--- config.mk ---
export PLATFORM = sky130hd
export DESIGN_NAME = pist_summary_tree
export DESIGN_NICKNAME = d
export VERILOG_FILES = /design/src/hw/pist_pkg.sv /design/src/hw/pist_summary_tree.sv
export SDC_FILE = /design/constraint.sdc
export NUM_CORES = 1
export LEC_CHECK = 0
export BUFFER_PORTS_ARGS = -buffer_cell sky130_fd_sc_hd__buf_4
export CAP_MARGIN = 20
export CELL_PAD_IN_SITES_DETAIL_PLACEMENT = 1
export CELL_PAD_IN_SITES_GLOBAL_PLACEMENT = 1
export CORE_ASPECT_RATIO = 0.8
export CORE_MARGIN = 2
export CORE_UTILIZATION = 30
export DETAILED_ROUTE_END_ITERATION = 8
export MAX_ROUTING_LAYER = met4
export PLACE_DENSITY = 0.88
export SLEW_MARGIN = 20
export SYNTH_ARGS = -nofsm -noshare
export SYNTH_HDL_FRONTEND = slang
export SYNTH_SLANG_ARGS = --single-unit
--- constraint.sdc ---
create_clock -name CLOCK -period 1.8 [get_ports CLOCK]
set_input_delay 0 -clock CLOCK [delete_from_list [all_inputs] [get_ports CLOCK]]
set_output_delay 0 -clock CLOCK [all_outputs]
set_load 0.005 [all_outputs]
--- src/hw/pist_pkg.sv ---
// Package for the interrupt summary tree: register map, field positions, types
package pist_pkg;

  // ==========================================================================
  // Register indices (byte address is four times the index)
  localparam logic [7:0] IDX_MON_MASK = 8'h59;
  localparam logic [7:0] IDX_TOP_SUM = 8'h5a;
  localparam logic [7:0] IDX_REG_SUM = 8'h5b;
  localparam logic [7:0] IDX_REG12_EV = 8'h5c;
  localparam logic [7:0] IDX_REG34_EV = 8'h5d;
  localparam logic [7:0] IDX_MON_STAT = 8'h60;

  // ==========================================================================
  // Address decode
  localparam int ADDR_IDX_LSB = 2;
  localparam int ADDR_IDX_MSB = 9;

  // ==========================================================================
  // Field positions
  localparam int MON_RST_BIT = 5;
  localparam int MON_FAIL_BIT = 4;
  localparam int MON_PIN_BIT = 3;
  localparam logic [7:0] MON_USED = 8'h38;
  localparam int REG_SUM_34_BIT = 1;
  localparam int REG_SUM_12_BIT = 0;
  localparam logic [7:0] REG_SUM_USED = 8'h03;
  localparam int TOP_REG_BIT = 0;

  // ==========================================================================
  // Reset values
  localparam logic [7:0] RST_BYTE = 8'h00;
  localparam logic [31:0] RST_WORD = 32'h0000_0000;

  // ==========================================================================
  // AHB-Lite encodings
  localparam logic [1:0] HTRANS_IDLE = 2'h0;
  localparam int HTRANS_ACTIVE_BIT = 1;
  localparam logic HRESP_OKAY = 1'h0;

  // ==========================================================================
  // Carrier types
  typedef struct packed {
    logic state_machine_error;
    logic severe_fault;
    logic moderate_fault;
    logic misc_event;
    logic power_up;
    logic gpio_event;
    logic voltage_monitor;
  } pist_leaf_pending_t;

  typedef struct packed {
    logic proc_reset_monitor_event;
    logic proc_failure_monitor_event;
    logic monitor_pin_error_event;
  } pist_mon_event_t;

  typedef struct packed {
    logic [7:0] regulators_three_four;
    logic [7:0] regulators_one_two;
  } pist_reg_event_t;

endpackage

--- src/hw/pist_summary_tree.sv ---
// Interrupt summary tree with monitor mask, regulator leaf events and AHB-Lite slave
//
// Function
// - Monitor mask bit 5 set to one suppresses the processor-reset monitor interrupt, zero lets it through.
// - Monitor mask bit 4 set to one suppresses the processor-failure monitor interrupt, zero lets it through.
// - Monitor mask bit 3 set to one suppresses the monitor-pin error interrupt, zero lets it through.
// - The monitor mask bits take their start value from nonvolatile memory; bits 7:6 and 2:0 are plain RW, reset zero.
// - Top summary bit 7 is one while the state-machine error register holds any set bit and clears itself after.
// - Top summary bit 6 is one while the severe error register holds any set bit and clears itself after.
// - Top summary bit 5 is one while the moderate error register holds any set bit and clears itself after.
// - Top summary bit 4 is one while the miscellaneous event register holds any set bit and clears itself after.
// - Top summary bit 3 is one while the startup event register holds any set bit and clears itself after.
// - Top summary bit 2 is one while the pin event register holds any set bit and clears itself after.
// - Top summary bit 1 is one while the voltage monitor register holds any set bit and clears itself after.
// - Top summary bit 0 is one while the regulator summary register is nonzero and clears itself after.
// - Regulator summary bit 1 is one while the third-and-fourth regulator register is nonzero.
// - Regulator summary bit 0 is one while the first-and-second regulator register is nonzero.
// - Summary registers are read-only, reset to zero, and regulator summary bits 7:2 read as zero.
// - Regulator event bits latch on their event and stay set until a one is written to them.
`timescale 1ns/1ns
`default_nettype none

module pist_summary_tree (
  // Clock and reset
  input wire logic CLOCK,
  input wire logic RST_B,
  // AHB-Lite slave
  input wire logic HSEL,
  input wire logic [31:0] HADDR,
  input wire logic [1:0] HTRANS,
  input wire logic HWRITE,
  input wire logic [2:0] HSIZE,
  input wire logic [31:0] HWDATA,
  input wire logic HREADY,
  output logic [31:0] HRDATA,
  output logic HREADYOUT,
  output logic HRESP,
  // Nonvolatile defaults
  input wire logic NVM_LOAD,
  input wire logic [7:0] NVM_MON_MASK,
  // Event sources
  input wire pist_pkg::pist_mon_event_t MON_EVENT,
  input wire pist_pkg::pist_reg_event_t REG_EVENT,
  input wire pist_pkg::pist_leaf_pending_t LEAF_PENDING,
  // Interrupt
  output logic IRQ
);

  // ==========================================================================
  // Register state
  logic [7:0] mon_mask;
  logic [7:0] mon_status;
  logic [7:0] reg12_events;
  logic [7:0] reg34_events;
  logic [7:0] reg_summary;
  logic [7:0] top_summary;
  logic [7:0] next_mon_mask;
  logic [7:0] next_mon_status;
  logic [7:0] next_reg12_events;
  logic [7:0] next_reg34_events;
  logic [7:0] next_reg_summary;
  logic [7:0] next_top_summary;

  // ==========================================================================
  // Bus phases
  logic wr_pend;
  logic [7:0] wr_idx;
  logic addr_valid;
  logic [7:0] addr_idx;
  logic [7:0] wr_byte;

  function automatic logic hit(input logic [7:0] idx, input logic [7:0] reg_idx, input logic en);
    hit = en && (idx == reg_idx);
  endfunction

  function automatic logic [7:0] w1c(input logic [7:0] cur, input logic [7:0] set, input logic clr_en,
                                     input logic [7:0] data);
    // A set arriving with the clear survives it
    w1c = (cur & ~(clr_en ? data : pist_pkg::RST_BYTE)) | set;
  endfunction

  assign addr_valid = HSEL && HTRANS[pist_pkg::HTRANS_ACTIVE_BIT] && HREADY;
  assign addr_idx = HADDR[pist_pkg::ADDR_IDX_MSB:pist_pkg::ADDR_IDX_LSB];
  assign wr_byte = HWDATA[7:0];

  always_ff @(posedge CLOCK or negedge RST_B) begin
    if (!RST_B) begin
      wr_pend <= 1'b0;
      wr_idx <= pist_pkg::RST_BYTE;
    end else if (HREADY) begin
      wr_pend <= addr_valid && HWRITE;
      wr_idx <= addr_idx;
    end
  end

  // ==========================================================================
  // Next values
  always_comb begin
    next_mon_mask = mon_mask;
    if (hit(wr_idx, pist_pkg::IDX_MON_MASK, wr_pend)) begin
      next_mon_mask = wr_byte;
    end else if (NVM_LOAD) begin
      next_mon_mask = (mon_mask & ~pist_pkg::MON_USED) | (NVM_MON_MASK & pist_pkg::MON_USED);
    end
  end

  always_comb begin
    logic [7:0] mon_set;
    mon_set = pist_pkg::RST_BYTE;
    mon_set[pist_pkg::MON_RST_BIT] = MON_EVENT.proc_reset_monitor_event;
    mon_set[pist_pkg::MON_FAIL_BIT] = MON_EVENT.proc_failure_monitor_event;
    mon_set[pist_pkg::MON_PIN_BIT] = MON_EVENT.monitor_pin_error_event;
    next_mon_status = w1c(mon_status, mon_set, hit(wr_idx, pist_pkg::IDX_MON_STAT, wr_pend), wr_byte);
  end

  always_comb begin
    next_reg12_events = w1c(reg12_events, REG_EVENT.regulators_one_two,
                            hit(wr_idx, pist_pkg::IDX_REG12_EV, wr_pend), wr_byte);
    next_reg34_events = w1c(reg34_events, REG_EVENT.regulators_three_four,
                            hit(wr_idx, pist_pkg::IDX_REG34_EV, wr_pend), wr_byte);
  end

  always_comb begin
    next_reg_summary = pist_pkg::RST_BYTE;
    next_reg_summary[pist_pkg::REG_SUM_34_BIT] = |next_reg34_events;
    next_reg_summary[pist_pkg::REG_SUM_12_BIT] = |next_reg12_events;
    next_top_summary = {LEAF_PENDING.state_machine_error,
                        LEAF_PENDING.severe_fault,
                        LEAF_PENDING.moderate_fault,
                        LEAF_PENDING.misc_event,
                        LEAF_PENDING.power_up,
                        LEAF_PENDING.gpio_event,
                        LEAF_PENDING.voltage_monitor,
                        |next_reg_summary};
  end

  // ==========================================================================
  // Registers
  always_ff @(posedge CLOCK or negedge RST_B) begin
    if (!RST_B) begin
      mon_mask <= pist_pkg::RST_BYTE;
    end else begin
      mon_mask <= next_mon_mask;
    end
  end

  always_ff @(posedge CLOCK or negedge RST_B) begin
    if (!RST_B) begin
      mon_status <= pist_pkg::RST_BYTE;
      reg12_events <= pist_pkg::RST_BYTE;
      reg34_events <= pist_pkg::RST_BYTE;
    end else begin
      mon_status <= next_mon_status;
      reg12_events <= next_reg12_events;
      reg34_events <= next_reg34_events;
    end
  end

  // Summaries are read-only mirrors of their sources
  always_ff @(posedge CLOCK or negedge RST_B) begin
    if (!RST_B) begin
      reg_summary <= pist_pkg::RST_BYTE;
      top_summary <= pist_pkg::RST_BYTE;
    end else begin
      reg_summary <= next_reg_summary;
      top_summary <= next_top_summary;
    end
  end

  // ==========================================================================
  // Interrupt output
  always_ff @(posedge CLOCK or negedge RST_B) begin
    if (!RST_B) begin
      IRQ <= 1'b0;
    end else begin
      IRQ <= (|(next_mon_status & ~next_mon_mask & pist_pkg::MON_USED)) || (|next_top_summary);
    end
  end

  // ==========================================================================
  // Read data: taken from next values so a read right after a write sees it
  always_ff @(posedge CLOCK or negedge RST_B) begin
    if (!RST_B) begin
      HRDATA <= pist_pkg::RST_WORD;
    end else if (addr_valid && !HWRITE) begin
      unique case (addr_idx)
        pist_pkg::IDX_MON_MASK: HRDATA <= {24'h00_0000, next_mon_mask};
        pist_pkg::IDX_TOP_SUM: HRDATA <= {24'h00_0000, next_top_summary};
        pist_pkg::IDX_REG_SUM: HRDATA <= {24'h00_0000, next_reg_summary};
        pist_pkg::IDX_REG12_EV: HRDATA <= {24'h00_0000, next_reg12_events};
        pist_pkg::IDX_REG34_EV: HRDATA <= {24'h00_0000, next_reg34_events};
        pist_pkg::IDX_MON_STAT: HRDATA <= {24'h00_0000, next_mon_status};
        default: HRDATA <= pist_pkg::RST_WORD;
      endcase
    end
  end

  // Zero wait states, always OKAY
  always_ff @(posedge CLOCK or negedge RST_B) begin
    if (!RST_B) begin
      HREADYOUT <= 1'b1;
      HRESP <= pist_pkg::HRESP_OKAY;
    end else begin
      HREADYOUT <= 1'b1;
      HRESP <= pist_pkg::HRESP_OKAY;
    end
  end
endmodule

`default_nettype wire

# Yosys cells after proc, flatten, opt, wreduce, memory -nomap -nowiden
# Index checks and enable logic that the tools add are counted.
# word_totals
inputBits	109
register_bits	74
# classes
n_bitwise	12
mux	6
n_reduce_logical	15
eq_ne	10
# ops
op	count
$eq 8x7->1 const B	10
$pmux 8 s6	1
$mux 8	5
$and 8x8->8	3
$not 8->8	3
$reduce_or 23->1	1
$or 8x6->8	2
$or 8x8->8	2
$reduce_or 16->1	1
$reduce_or 8->1	2
$logic_and 1x1->1	8
$and 6x6->6	1
$not 6->6	1
$reduce_or 3->1	1
$logic_not 1->1	1
$logic_or 1x1->1	1

# Logic depth before layout (Yosys ltp)
# Gate-level depths: netlist (run 1).
# logic_depth
depth_word	9
mapped_depth	8

# Worst setup path after synthesis (run 1)
# No wires, ideal clock.
# synth_timing
kind	register -> register
from	reg wr_idx[1]
to	reg HRDATA[1]
arrival_ps	1832
path_stages_with_launch	8
path_buffers	1
required_time_ps	1674
path_slack_ps	-158
synth_period_minus_slack_ps	1958
path_cell_list	dfrtp_1 -> and4bb_1 -> and3_4 -> buf_6 -> mux2i_4 -> o22ai_1 -> a211o_1 -> a221o_1
# synth_between
elab_chain_len	8
# synth_rtl
element	line	text
start, declared	pist_summary_tree.sv:67	logic [7:0] wr_idx;
start signal, assigned	pist_summary_tree.sv:89	wr_idx <= pist_pkg::RST_BYTE;
start signal, assigned	pist_summary_tree.sv:92	wr_idx <= addr_idx;
$eq 8x7->1	pist_summary_tree.sv:73	hit = en && (idx == reg_idx);
$logic_and 1x1->1	pist_summary_tree.sv:73	
$mux 8	pist_summary_tree.sv:79	w1c = (cur & ~(clr_en ? data : pist_pkg::RST_BYTE)) | set;
$not 8->8	pist_summary_tree.sv:79	
$and 8x8->8	pist_summary_tree.sv:79	
$or 8x8->8	pist_summary_tree.sv:79	
$reduce_or 8->1	pist_summary_tree.sv:125	next_reg_summary[pist_pkg::REG_SUM_34_BIT] = |next_reg34_events;
$pmux 8 s6 (*)	pist_summary_tree.sv:186	unique case (addr_idx)
end signal, assigned	pist_summary_tree.sv:187	pist_pkg::IDX_MON_MASK: HRDATA <= {24'h00_0000, next_mon_mask};
end signal, assigned	pist_summary_tree.sv:188	pist_pkg::IDX_TOP_SUM: HRDATA <= {24'h00_0000, next_top_summary};
end signal, assigned	pist_summary_tree.sv:189	pist_pkg::IDX_REG_SUM: HRDATA <= {24'h00_0000, next_reg_summary};
end, declared	pist_summary_tree.sv:35	output logic [31:0] HRDATA,
# Every way passes the cells marked *; elsewhere a longest branch is shown, timed or not.
# A chain may end at the register's enable or synchronous reset.

# Worst setup path in the final report (run 1)
# layout_timing
from	reg wr_idx[7]
to	reg HRDATA[0]
# layout_between
elab_chain_len	8
# layout_rtl
element	line	text
$eq 8x7->1 (*)	pist_summary_tree.sv:73	
$logic_and 1x1->1 (*)	pist_summary_tree.sv:73	
$mux 8 (*)	pist_summary_tree.sv:79	
$not 8->8 (*)	pist_summary_tree.sv:79	
$and 8x8->8 (*)	pist_summary_tree.sv:79	
$or 8x8->8 (*)	pist_summary_tree.sv:79	
via next_reg12_events[3]	pist_summary_tree.sv:59	logic [7:0] next_reg12_events;
$reduce_or 16->1 / $reduce_or 8->1 (equally long branches)	pist_summary_tree.sv:134, pist_summary_tree.sv:126	
$pmux 8 s6 (*)	pist_summary_tree.sv:186	
# The timed path passes the listed nets; every way through them passes the cells marked *.

==> results of run 1 <==
-- metal layers --
layer  global-route usage  share of wire  vias up
li1                     -              -     1221
met1                0.266           0.40     1386
met2                0.351           0.50       90
met3               0.0416          0.071       22
met4               0.0539          0.027        0
met5                    -              0        -
-- kinds of logic after synthesis --
logic type,Yosys count
multiplexers,18
flip-flops,50
other,2
buffers and inverters,53
AO/OA/AOI/OAI,60
AND/OR/NAND/NOR,104
-- timing repair --
item / 4_1_cts / 5_1_grt
pin swaps: 17 / 18
resized for setup: 30 / 53
hold endpoints to repair: 62 / 0
endpoints found under the setup margin: 9 / 10
setup buffers: 8 / 4
hold buffers: 15 / 0
gates cloned: 1 / 0
-- worst max-delay path by stage --
stage	from	end	cells past startpoint
after floorplan	wr_idx[7]	HRDATA[1]	7
after global placement	wr_idx[7]	IRQ	8
after detailed placement	wr_idx[7]	IRQ	8
after CTS	wr_idx[1]	HRDATA[1]	6
after global routing	wr_idx[7]	HRDATA[0]	8
final	wr_idx[7]	HRDATA[0]	8
-- cell type report --
cell class / instances / share of cell area
well taps: 115 / 0.0329
flip-flops and latches: 50 / 0.286
repair buffers: 131 / 0.252
inverters: 14 / 0.0120
clock buffers: 7 / 0.0326
clock inverters: 1 / 0.00114
multi-input cells: 208 / 0.383
-- cell usage after synthesis, types with 4 or more instances --
| master | count |
|---|---|
| nor3_1 | 6 |
| mux2_2 | 11 |
| a21oi_1 | 8 |
| nor3b_1 | 8 |
| nor2_1 | 41 |
| a211oi_1 | 4 |
| mux2i_1 | 4 |
| nor2b_1 | 6 |
| dfrtp_1 | 50 |
| inv_1 | 13 |
| and3b_1 | 8 |
| nand2_1 | 8 |
| buf_4 | 28 |
| nand4_1 | 7 |
| clkbuf_1 | 6 |
| a31oi_1 | 16 |
| o21ai_0 | 5 |
| a21o_1 | 7 |
-- through the flow --
stage	cell area [sq um]	util	setup WS (ps)
after floorplan	2890	-	-82.3
after CTS	4100	0.451	-225
final	4380	0.482	-305
after global routing	4380	0.482	-349
after detailed placement	3570	0.394	-279
after global placement	3570	0.394	-178
-- state kept, by name (all words and copies together), names as in the netlist --
name and flops:
reg34_events 8, reg12_events 8, IRQ 1, mon_status 8
mon_mask 8, wr_idx 8, wr_pend 1, HRDATA 8
-- power groups by stage --
| stage | clock, W | sequential, W | combinational [W] |
|---|---|---|---|
| after floorplan | 0 | 0.00119 | 0.000163 |
| after global placement | 0 | 0.00119 | 0.000317 |
| after detailed placement | 0 | 0.00120 | 0.000323 |
| after CTS | 0.000970 | 0.00118 | 0.000371 |
| after global routing | 0.00103 | 0.00118 | 0.000434 |
| final | 0.000971 | 0.00118 | 0.000404 |
==> results.json, run 1 <==
{
  "status": "finished with violations",
  "violations": "negative setup slack",
  "critPathKind": "register to register",
  "io_pins": 144,
  "h-tree-depth": 2,
  "multi_input_area_sq_mm": 0.00168,
  "hold_viol": 0,
  "rsz0062_at_grt": "true",
  "synthArstFlopShare": 1.00,
  "clockBufferDepth": 2,
  "floorplan.die.height_microns": 90.5,
  "avgRoutedWirePerCell_microns": 21.0,
  "grt_pass1_wl_microns": 16300,
  "setup_viol": 10,
  "dp_cells": 491,
  "grt_pass1_vias": 2998,
  "slowest_delay_ps": 370,
  "r2r-end": "HRDATA[0]",
  "clkPwrFrac": 0.380,
  "period_share": 1.17,
  "end_kind": "register",
  "cp_cell_sequence": "and4bb_4 -> buf_12 -> buf_8 -> a31oi_4 -> nor4_2 -> nand2_2 -> o21ai_2 -> nand3_2",
  "first_pass_iters": 4,
  "rrSetupSlack_ps": -310,
  "total_power_w": 0.00255,
  "hp-class": "primary input to register",
  "hold_end": "wr_idx[1]",
  "cts_tree": "built",
  "critical-path-top-delay-family": "simple AND/OR/NAND/NOR gates",
  "final_nets": 519,
  "rr_worst_depth": 8,
  "cts_buffers": 5,
  "synth-adder-area-share": 0,
  "die_w_microns": 112,
  "cap_violations": 0,
  "clock-sinks": 50,
  "p_seq_frac": 0.461,
  "via_per_inst": 5.17,
  "power.switching_w": 0.000646,
  "hpwl_microns": 6960,
  "yosysUniqueCellTypes": 50,
  "ys.flop_type": "dfrtp_1",
  "vias": 2719,
  "drive_above_1_share": 0.460,
  "gp_congestion": 0.872,
  "cts.clk_slew.worst_paths_ps": 60,
  "fin_ws_ps": -305,
  "worst-slew-pin-transition_ps": 660,
  "min_period_ps": 2110,
  "finalMaxSlewViolations": 0,
  "initial_core_util": 0.309,
  "syn_area_per_cell_sq_um": 9.77,
  "synthXorXnorAreaFrac": 0,
  "comb_power_share": 0.158,
  "whs_path_depth": 2,
  "setup_tns_ps": -2010,
  "grt_overflow_total": 0,
  "row_count": 31,
  "reg2reg_from": "wr_idx[7]",
  "syn_to_final_growth_pct": 56.1,
  "layout_common_cells": "100 x buf_4, 50 x dfrtp_1, 33 x nor2_1",
  "first_iter_violations": 163,
  "peakVddDrop_mv": 0.326,
  "p_int_w": 0.00191,
  "track_usage": 0.211,
  "routed_wl_microns": 11000,
  "final_cells": 526,
  "synth_top_area_share": 0.446,
  "netlist_area_sq_mm": 0.00280,
  "grt_max_degree": 51,
  "diodes": 0,
  "final_common_cell": "buf_4",
  "hold_start": "HADDR[3]",
  "worstPathBufferInverterCount": 2,
  "core_sq_mm": 0.00908,
  "synth_compound_area_frac": 0.149,
  "max_slew_margin": 0.560,
  "clk_latency_ps": 290,
  "synthCells": 287,
  "synth_simple_gate_area_frac": 0.213,
  "fp.dieArea_sq_mm": 0.0101,
  "synth_area_leaders": "dfrtp_1 45%, buf_4 7.5%, nor2_1 5.5%",
  "switching_share": 0.253,
  "synthMuxAreaShare": 0.0746,
  "p_leak_nw": 1.95,
  "synth-edff-count": 0,
  "antenna_found_initial": 0,
  "synth_top_cell_by_area": "dfrtp_1",
  "crit_required_ps": 1950,
  "port-buffer-count": 60,
  "yosysWarnings": 0,
  "hold_slack_ps": 17.6,
  "clock-skew-final_ps": 8.67,
  "cp_max_fo": 6,
  "fillers": 1021,
  "critical_path.slowest_cell": "dfrtp_1",
  "ys_seq_area_frac": 0.446,
  "powerDensity_mw_per_mm2": 583,
  "root_buffer": "clkbuf_16",
  "post-route-drc-count": 0,
  "drtAntennaViolNets": 0,
  "register_area_sq_mm": 0.00125,
  "worstSetupStartpointType": "register",
  "clock.fmax_mhz": 475,
  "ys_seq_elements": 50,
  "synth_top_family_by_area": "simple AND/OR/NAND/NOR gates",
  "critPathArrivalTime_ps": 2250
}
(Power assumes the default switching activity.)
==> run 2, diff against run 1 <==
--- a/config.mk
+++ b/config.mk
@@ -5,7 +5,7 @@
 export SDC_FILE = /design/constraint.sdc
 export NUM_CORES = 1
 export LEC_CHECK = 0
-export BUFFER_PORTS_ARGS = -buffer_cell sky130_fd_sc_hd__buf_4
+export BUFFER_PORTS_ARGS = -buffer_cell sky130_fd_sc_hd__buf_2
 export CAP_MARGIN = 20
 export CELL_PAD_IN_SITES_DETAIL_PLACEMENT = 1
 export CELL_PAD_IN_SITES_GLOBAL_PLACEMENT = 1
==> results.json, run 2 (synthesized netlist as in run 1, its figures left out) <==
{
  "status": "finished with violations",
  "violations": "negative setup slack",
  "routed_wl_microns": 9880,
  "reg2reg_from": "wr_idx[5]",
  "slowest_delay_ps": 400,
  "clock-skew-final_ps": 7.03,
  "final_nets": 504,
  "drtAntennaViolNets": 0,
  "setup_tns_ps": -1800,
  "floorplan.die.height_microns": 90.5,
  "die_w_microns": 112,
  "fillers": 1067,
  "register_area_sq_mm": 0.00125,
  "port-buffer-count": 60,
  "cts_buffers": 5,
  "hold_viol": 0,
  "vias": 2633,
  "peakVddDrop_mv": 0.365,
  "rsz0062_at_grt": "true",
  "initial_core_util": 0.309,
  "placed_area_sq_mm": 0.00339,
  "grt_max_degree": 51,
  "dp_cells": 483,
  "critical-path-top-delay-family": "simple AND/OR/NAND/NOR gates",
  "hp-class": "primary input to register",
  "fp.dieArea_sq_mm": 0.0101,
  "row_count": 31,
  "period_share": 1.16,
  "worst-slew-pin-transition_ps": 658,
  "max_slew_margin": 0.561,
  "setup_viol": 9,
  "worstSetupStartpointType": "register",
  "h-tree-depth": 2,
  "via_per_inst": 5.15,
  "post-route-drc-count": 0,
  "min_period_ps": 2080,
  "hold_start": "HADDR[5]",
  "first_pass_iters": 4,
  "multi_input_area_sq_mm": 0.00147,
  "p_leak_nw": 1.77,
  "diodes": 0,
  "worstPathBufferInverterCount": 1,
  "antenna_found_initial": 0,
  "critPathArrivalTime_ps": 2250,
  "hpwl_microns": 7000,
  "powerDensity_mw_per_mm2": 645,
  "cp_cell_sequence": "and4b_2 -> buf_12 -> a31oi_1 -> nor4_2 -> nand2_2 -> and3_1 -> a221o_1",
  "crit_required_ps": 1970,
  "final_cells": 511,
  "first_iter_violations": 168,
  "avgRoutedWirePerCell_microns": 19.3,
  "design_area_sq_mm": 0.00388,
  "grt_pass1_wl_microns": 15600,
  "root_buffer": "clkbuf_16",
  "clockBufferDepth": 2,
  "clock-sinks": 50,
  "critPathKind": "register to register",
  "clock.fmax_mhz": 480,
  "grt_pass1_vias": 2929,
  "track_usage": 0.201,
  "drive_above_1_share": 0.389,
  "finalMaxSlewViolations": 0,
  "final_common_cell": "buf_2",
  "cap_violations": 0,
  "cp-startpoint": "wr_idx[5]",
  "layout_common_cells": "60 x buf_2, 50 x dfrtp_1, 35 x nor2_1, 35 x buf_4, 26 x conb_1",
  "syn_to_final_growth_pct": 38.5,
  "end_kind": "register",
  "cts_tree": "built",
  "cts.clk_slew.worst_paths_ps": 70,
  "grt_overflow_total": 0,
  "cp_max_fo": 16,
  "fin_ws_ps": -283,
  "gp_congestion": 0.906,
  "clk_latency_ps": 290,
  "core_sq_mm": 0.00908,
  "critical_path.slowest_cell": "dfrtp_1",
  "io_pins": 144
}
[run 2: changes by cell type in the layout (fill, tap and decap cells not counted), moves of 4 or more]
cell / change
a31oi_1: +6
nor3b_2: -4
buf_6: -9
nor3b_1: +4
buf_4: -65
buf_2: +60
a31oi_4: -7
[run 2: power by group]
part | switching, W | internal [W]
Combinational | 0.000186 | 0.000158
Clock | 0.000433 | 0.000552
Sequential | 0.0000212 | 0.00116
[run 2: metal layers]
metal | share of wire | track usage | wire, microns | vias up
met3 | 0.048 | 0.0322 | 476 | 15
li1 | - | - | - | 1193
met5 | 0 | - | 0 | -
met4 | 0.018 | 0.0600 | 174 | 0
met1 | 0.44 | 0.258 | 4380 | 1345
met2 | 0.49 | 0.330 | 4860 | 80
[run 2: timing repair]
| action | CTS | global route |
|---|---|---|
| pin swaps | 17 | 6 |
| hold buffers | 13 | 0 |
| endpoints found under the hold margin | 60 | 0 |
| gates resized for setup | 26 | 14 |
| gates cloned | 1 | 0 |
| buffers inserted | 5 | 3 |
| setup endpoints to repair | 10 | 12 |
[run 2: area by class of cell]
cell class              instances  area share
multi-input cells             208       0.377
flip-flops and latches         50       0.322
repair buffers                116       0.211
well taps                     115      0.0371
clock buffers                   6      0.0358
inverters                      14      0.0135
clock inverters                 2     0.00322
[run 2: final timing paths]
check,to,slack [ps],cells past startpoint
worst max register to register,HRDATA[1],-280,7
worst max-delay path,HRDATA[1],-280,7
worst min register to register,mon_mask[7],500,1
min in group asynchronous,wr_idx[0],360,3
worst min-delay path,wr_idx[3],10,2
max in group asynchronous,reg34_events[4],1000,3
[run 2: through the flow]
stage / util / setup slack (ps) / power, W / hold WS [ps]
floorplan: - / -82.3 / 0.00135 / -296
global placement: 0.373 / -200 / 0.00148 / 158
detailed placement: 0.373 / -281 / 0.00150 / 162
CTS: 0.421 / -245 / 0.00251 / 9.02
global route: 0.428 / -342 / 0.00260 / 18.5
finish: 0.428 / -283 / 0.00250 / 13.1
==> run 3, diff against run 2 <==
--- a/config.mk
+++ b/config.mk
@@ -11,10 +11,10 @@
 export CELL_PAD_IN_SITES_GLOBAL_PLACEMENT = 1
 export CORE_ASPECT_RATIO = 0.8
 export CORE_MARGIN = 2
-export CORE_UTILIZATION = 30
+export CORE_UTILIZATION = 33
 export DETAILED_ROUTE_END_ITERATION = 8
 export MAX_ROUTING_LAYER = met4
-export PLACE_DENSITY = 0.88
+export PLACE_DENSITY = 0.85
 export SLEW_MARGIN = 20
 export SYNTH_ARGS = -nofsm -noshare
 export SYNTH_HDL_FRONTEND = slang
==> constraint.sdc (replaced) <==
create_clock -name CLOCK -period 1.96 [get_ports CLOCK]
set_input_delay 0.294 -clock CLOCK [delete_from_list [all_inputs] [get_ports CLOCK]]
set_output_delay 0.294 -clock CLOCK [all_outputs]
set_load 0.005 [all_outputs]
==> results.json, run 3 (synthesized netlist as in run 1, its figures left out) <==
{
  "post-route-drc-count": 0,
  "first_iter_violations": 112,
  "core_sq_mm": 0.00837,
  "hold_viol": 0,
  "fp.dieArea_sq_mm": 0.00925,
  "fillers": 974,
  "cap_violations": 0,
  "h-tree-depth": 2,
  "min_period_ps": 2130,
  "peakVddDrop_mv": 0.251,
  "floorplan.die.height_microns": 86.4,
  "critPathArrivalTime_ps": 2320,
  "cp_cell_sequence": "and4bb_4 -> buf_4 -> and3_4 -> buf_12 -> mux2i_4 -> o2bb2ai_2 -> o21a_1 -> a221o_1",
  "grt_pass1_wl_microns": 14900,
  "final_common_cell": "buf_2",
  "clock-sinks": 50,
  "end_kind": "register",
  "rsz0062_at_grt": "true",
  "routed_wl_microns": 9680,
  "final_nets": 510,
  "period_share": 1.09,
  "cts_tree": "built",
  "finalMaxSlewViolations": 0,
  "grt_pass1_vias": 2802,
  "critical_path.slowest_cell": "dfrtp_1",
  "p_leak_nw": 1.79,
  "setup_viol": 9,
  "cts_buffers": 5,
  "violations": "negative setup slack",
  "clockBufferDepth": 2,
  "critPathKind": "register to register",
  "gp_congestion": 0.935,
  "row_count": 30,
  "clk_latency_ps": 310,
  "syn_to_final_growth_pct": 39.3,
  "drtAntennaViolNets": 0,
  "hpwl_microns": 7130,
  "die_w_microns": 107,
  "crit_required_ps": 2150,
  "powerDensity_mw_per_mm2": 507,
  "layout_common_cells": "60 x buf_2, 51 x buf_4, 50 x dfrtp_1",
  "first_pass_iters": 4,
  "vias": 2645,
  "track_usage": 0.220,
  "io_pins": 144,
  "worstSetupStartpointType": "register",
  "placed_area_sq_mm": 0.00344,
  "hp-class": "primary input to register",
  "diodes": 0,
  "fin_ws_ps": -174,
  "port-buffer-count": 60,
  "root_buffer": "clkbuf_8",
  "status": "finished with violations",
  "grt_max_degree": 34,
  "cts.clk_slew.worst_paths_ps": 90,
  "hold_slack_ps": 231,
  "clock-skew-final_ps": 10.4,
  "antenna_found_initial": 0,
  "avgRoutedWirePerCell_microns": 18.9,
  "cp_max_fo": 6,
  "grt_overflow_total": 0,
  "clock.fmax_mhz": 469,
  "via_per_inst": 5.16,
  "slowest_delay_ps": 390,
  "design_area_sq_mm": 0.00391,
  "drive_above_1_share": 0.424,
  "initial_core_util": 0.335
}
[run 3: metrics by stage]
step,setup WS [ps],setup TNS (ps),std cells,power [W],utilization
final,-174,-1120,513,0.00198,0.467
after global routing,-257,-1730,513,0.00206,0.467
after CTS,-110,-450,507,0.00198,0.454
after detailed placement,-257,-1100,489,0.00136,0.411
after global placement,-178,-663,489,0.00135,0.411
after floorplan,2.44,0,311,0.00124,-
[run 3: critical path, delay by kind of cell, from the launching register on]
kind / cells / cell delay, ps
AND/OR/NAND/NOR: 2 / 590
AO/OA/AOI/OAI: 3 / 510
flip-flops: 1 / 390
buffers and inverters: 2 / 270
multiplexers: 1 / 260
[run 3: path summary, 6_finish.rpt]
| kind | end | cells after the start | from | slack, ps |
|---|---|---|---|---|
| worst max-delay path | HRDATA[4] | 8 | wr_idx[1] | -170 |
| worst min-delay path | wr_idx[6] | 2 | HADDR[8] | 230 |
| worst max register to register | HRDATA[4] | 8 | wr_idx[1] | -170 |
| worst min register to register | mon_status[7] | 2 | mon_status[7] | 510 |
| max in group asynchronous | HRDATA[4] | 3 | RST_B | 970 |
| min in group asynchronous | wr_idx[0] | 2 | RST_B | 450 |
[run 3: what timing repair did]
action | 4_1_cts | 5_1_grt
setup buffers | 10 | 6
hold buffers | 1 | 0
endpoints found under the hold margin | 17 | 0
pin swaps | 16 | 8
setup endpoints to repair | 9 | 10
gates cloned | 0 | 0
resized for setup | 35 | 14
[run 3: power by group]
part / total (W) / leakage [nW] / switching [W] / internal, W
combinational: 0.000315 / 1.20 / 0.000173 / 0.000141
clock: 0.000589 / 0.0383 / 0.000342 / 0.000247
sequential: 0.00108 / 0.548 / 0.0000167 / 0.00106
total: 0.00198 / 1.79 / 0.000532 / 0.00145
[run 3: cell type report]
class	count	area [sq um]	share of cell area
Sequential cell	50	1250	0.320
Inverter	14	52.6	0.0135
Timing Repair Buffer	122	848	0.217
Clock buffer	7	76.3	0.0195
Multi-Input combinational cell	208	1540	0.393
Tap cell	112	140	0.0359
[run 3: metal layers]
layer	global-route usage	up-vias	routed length (microns)
met5	-	-	0
met4	0.0626	0	177
met3	0.0398	18	371
met2	0.368	80	4890
met1	0.276	1345	4240
li1	-	1202	-
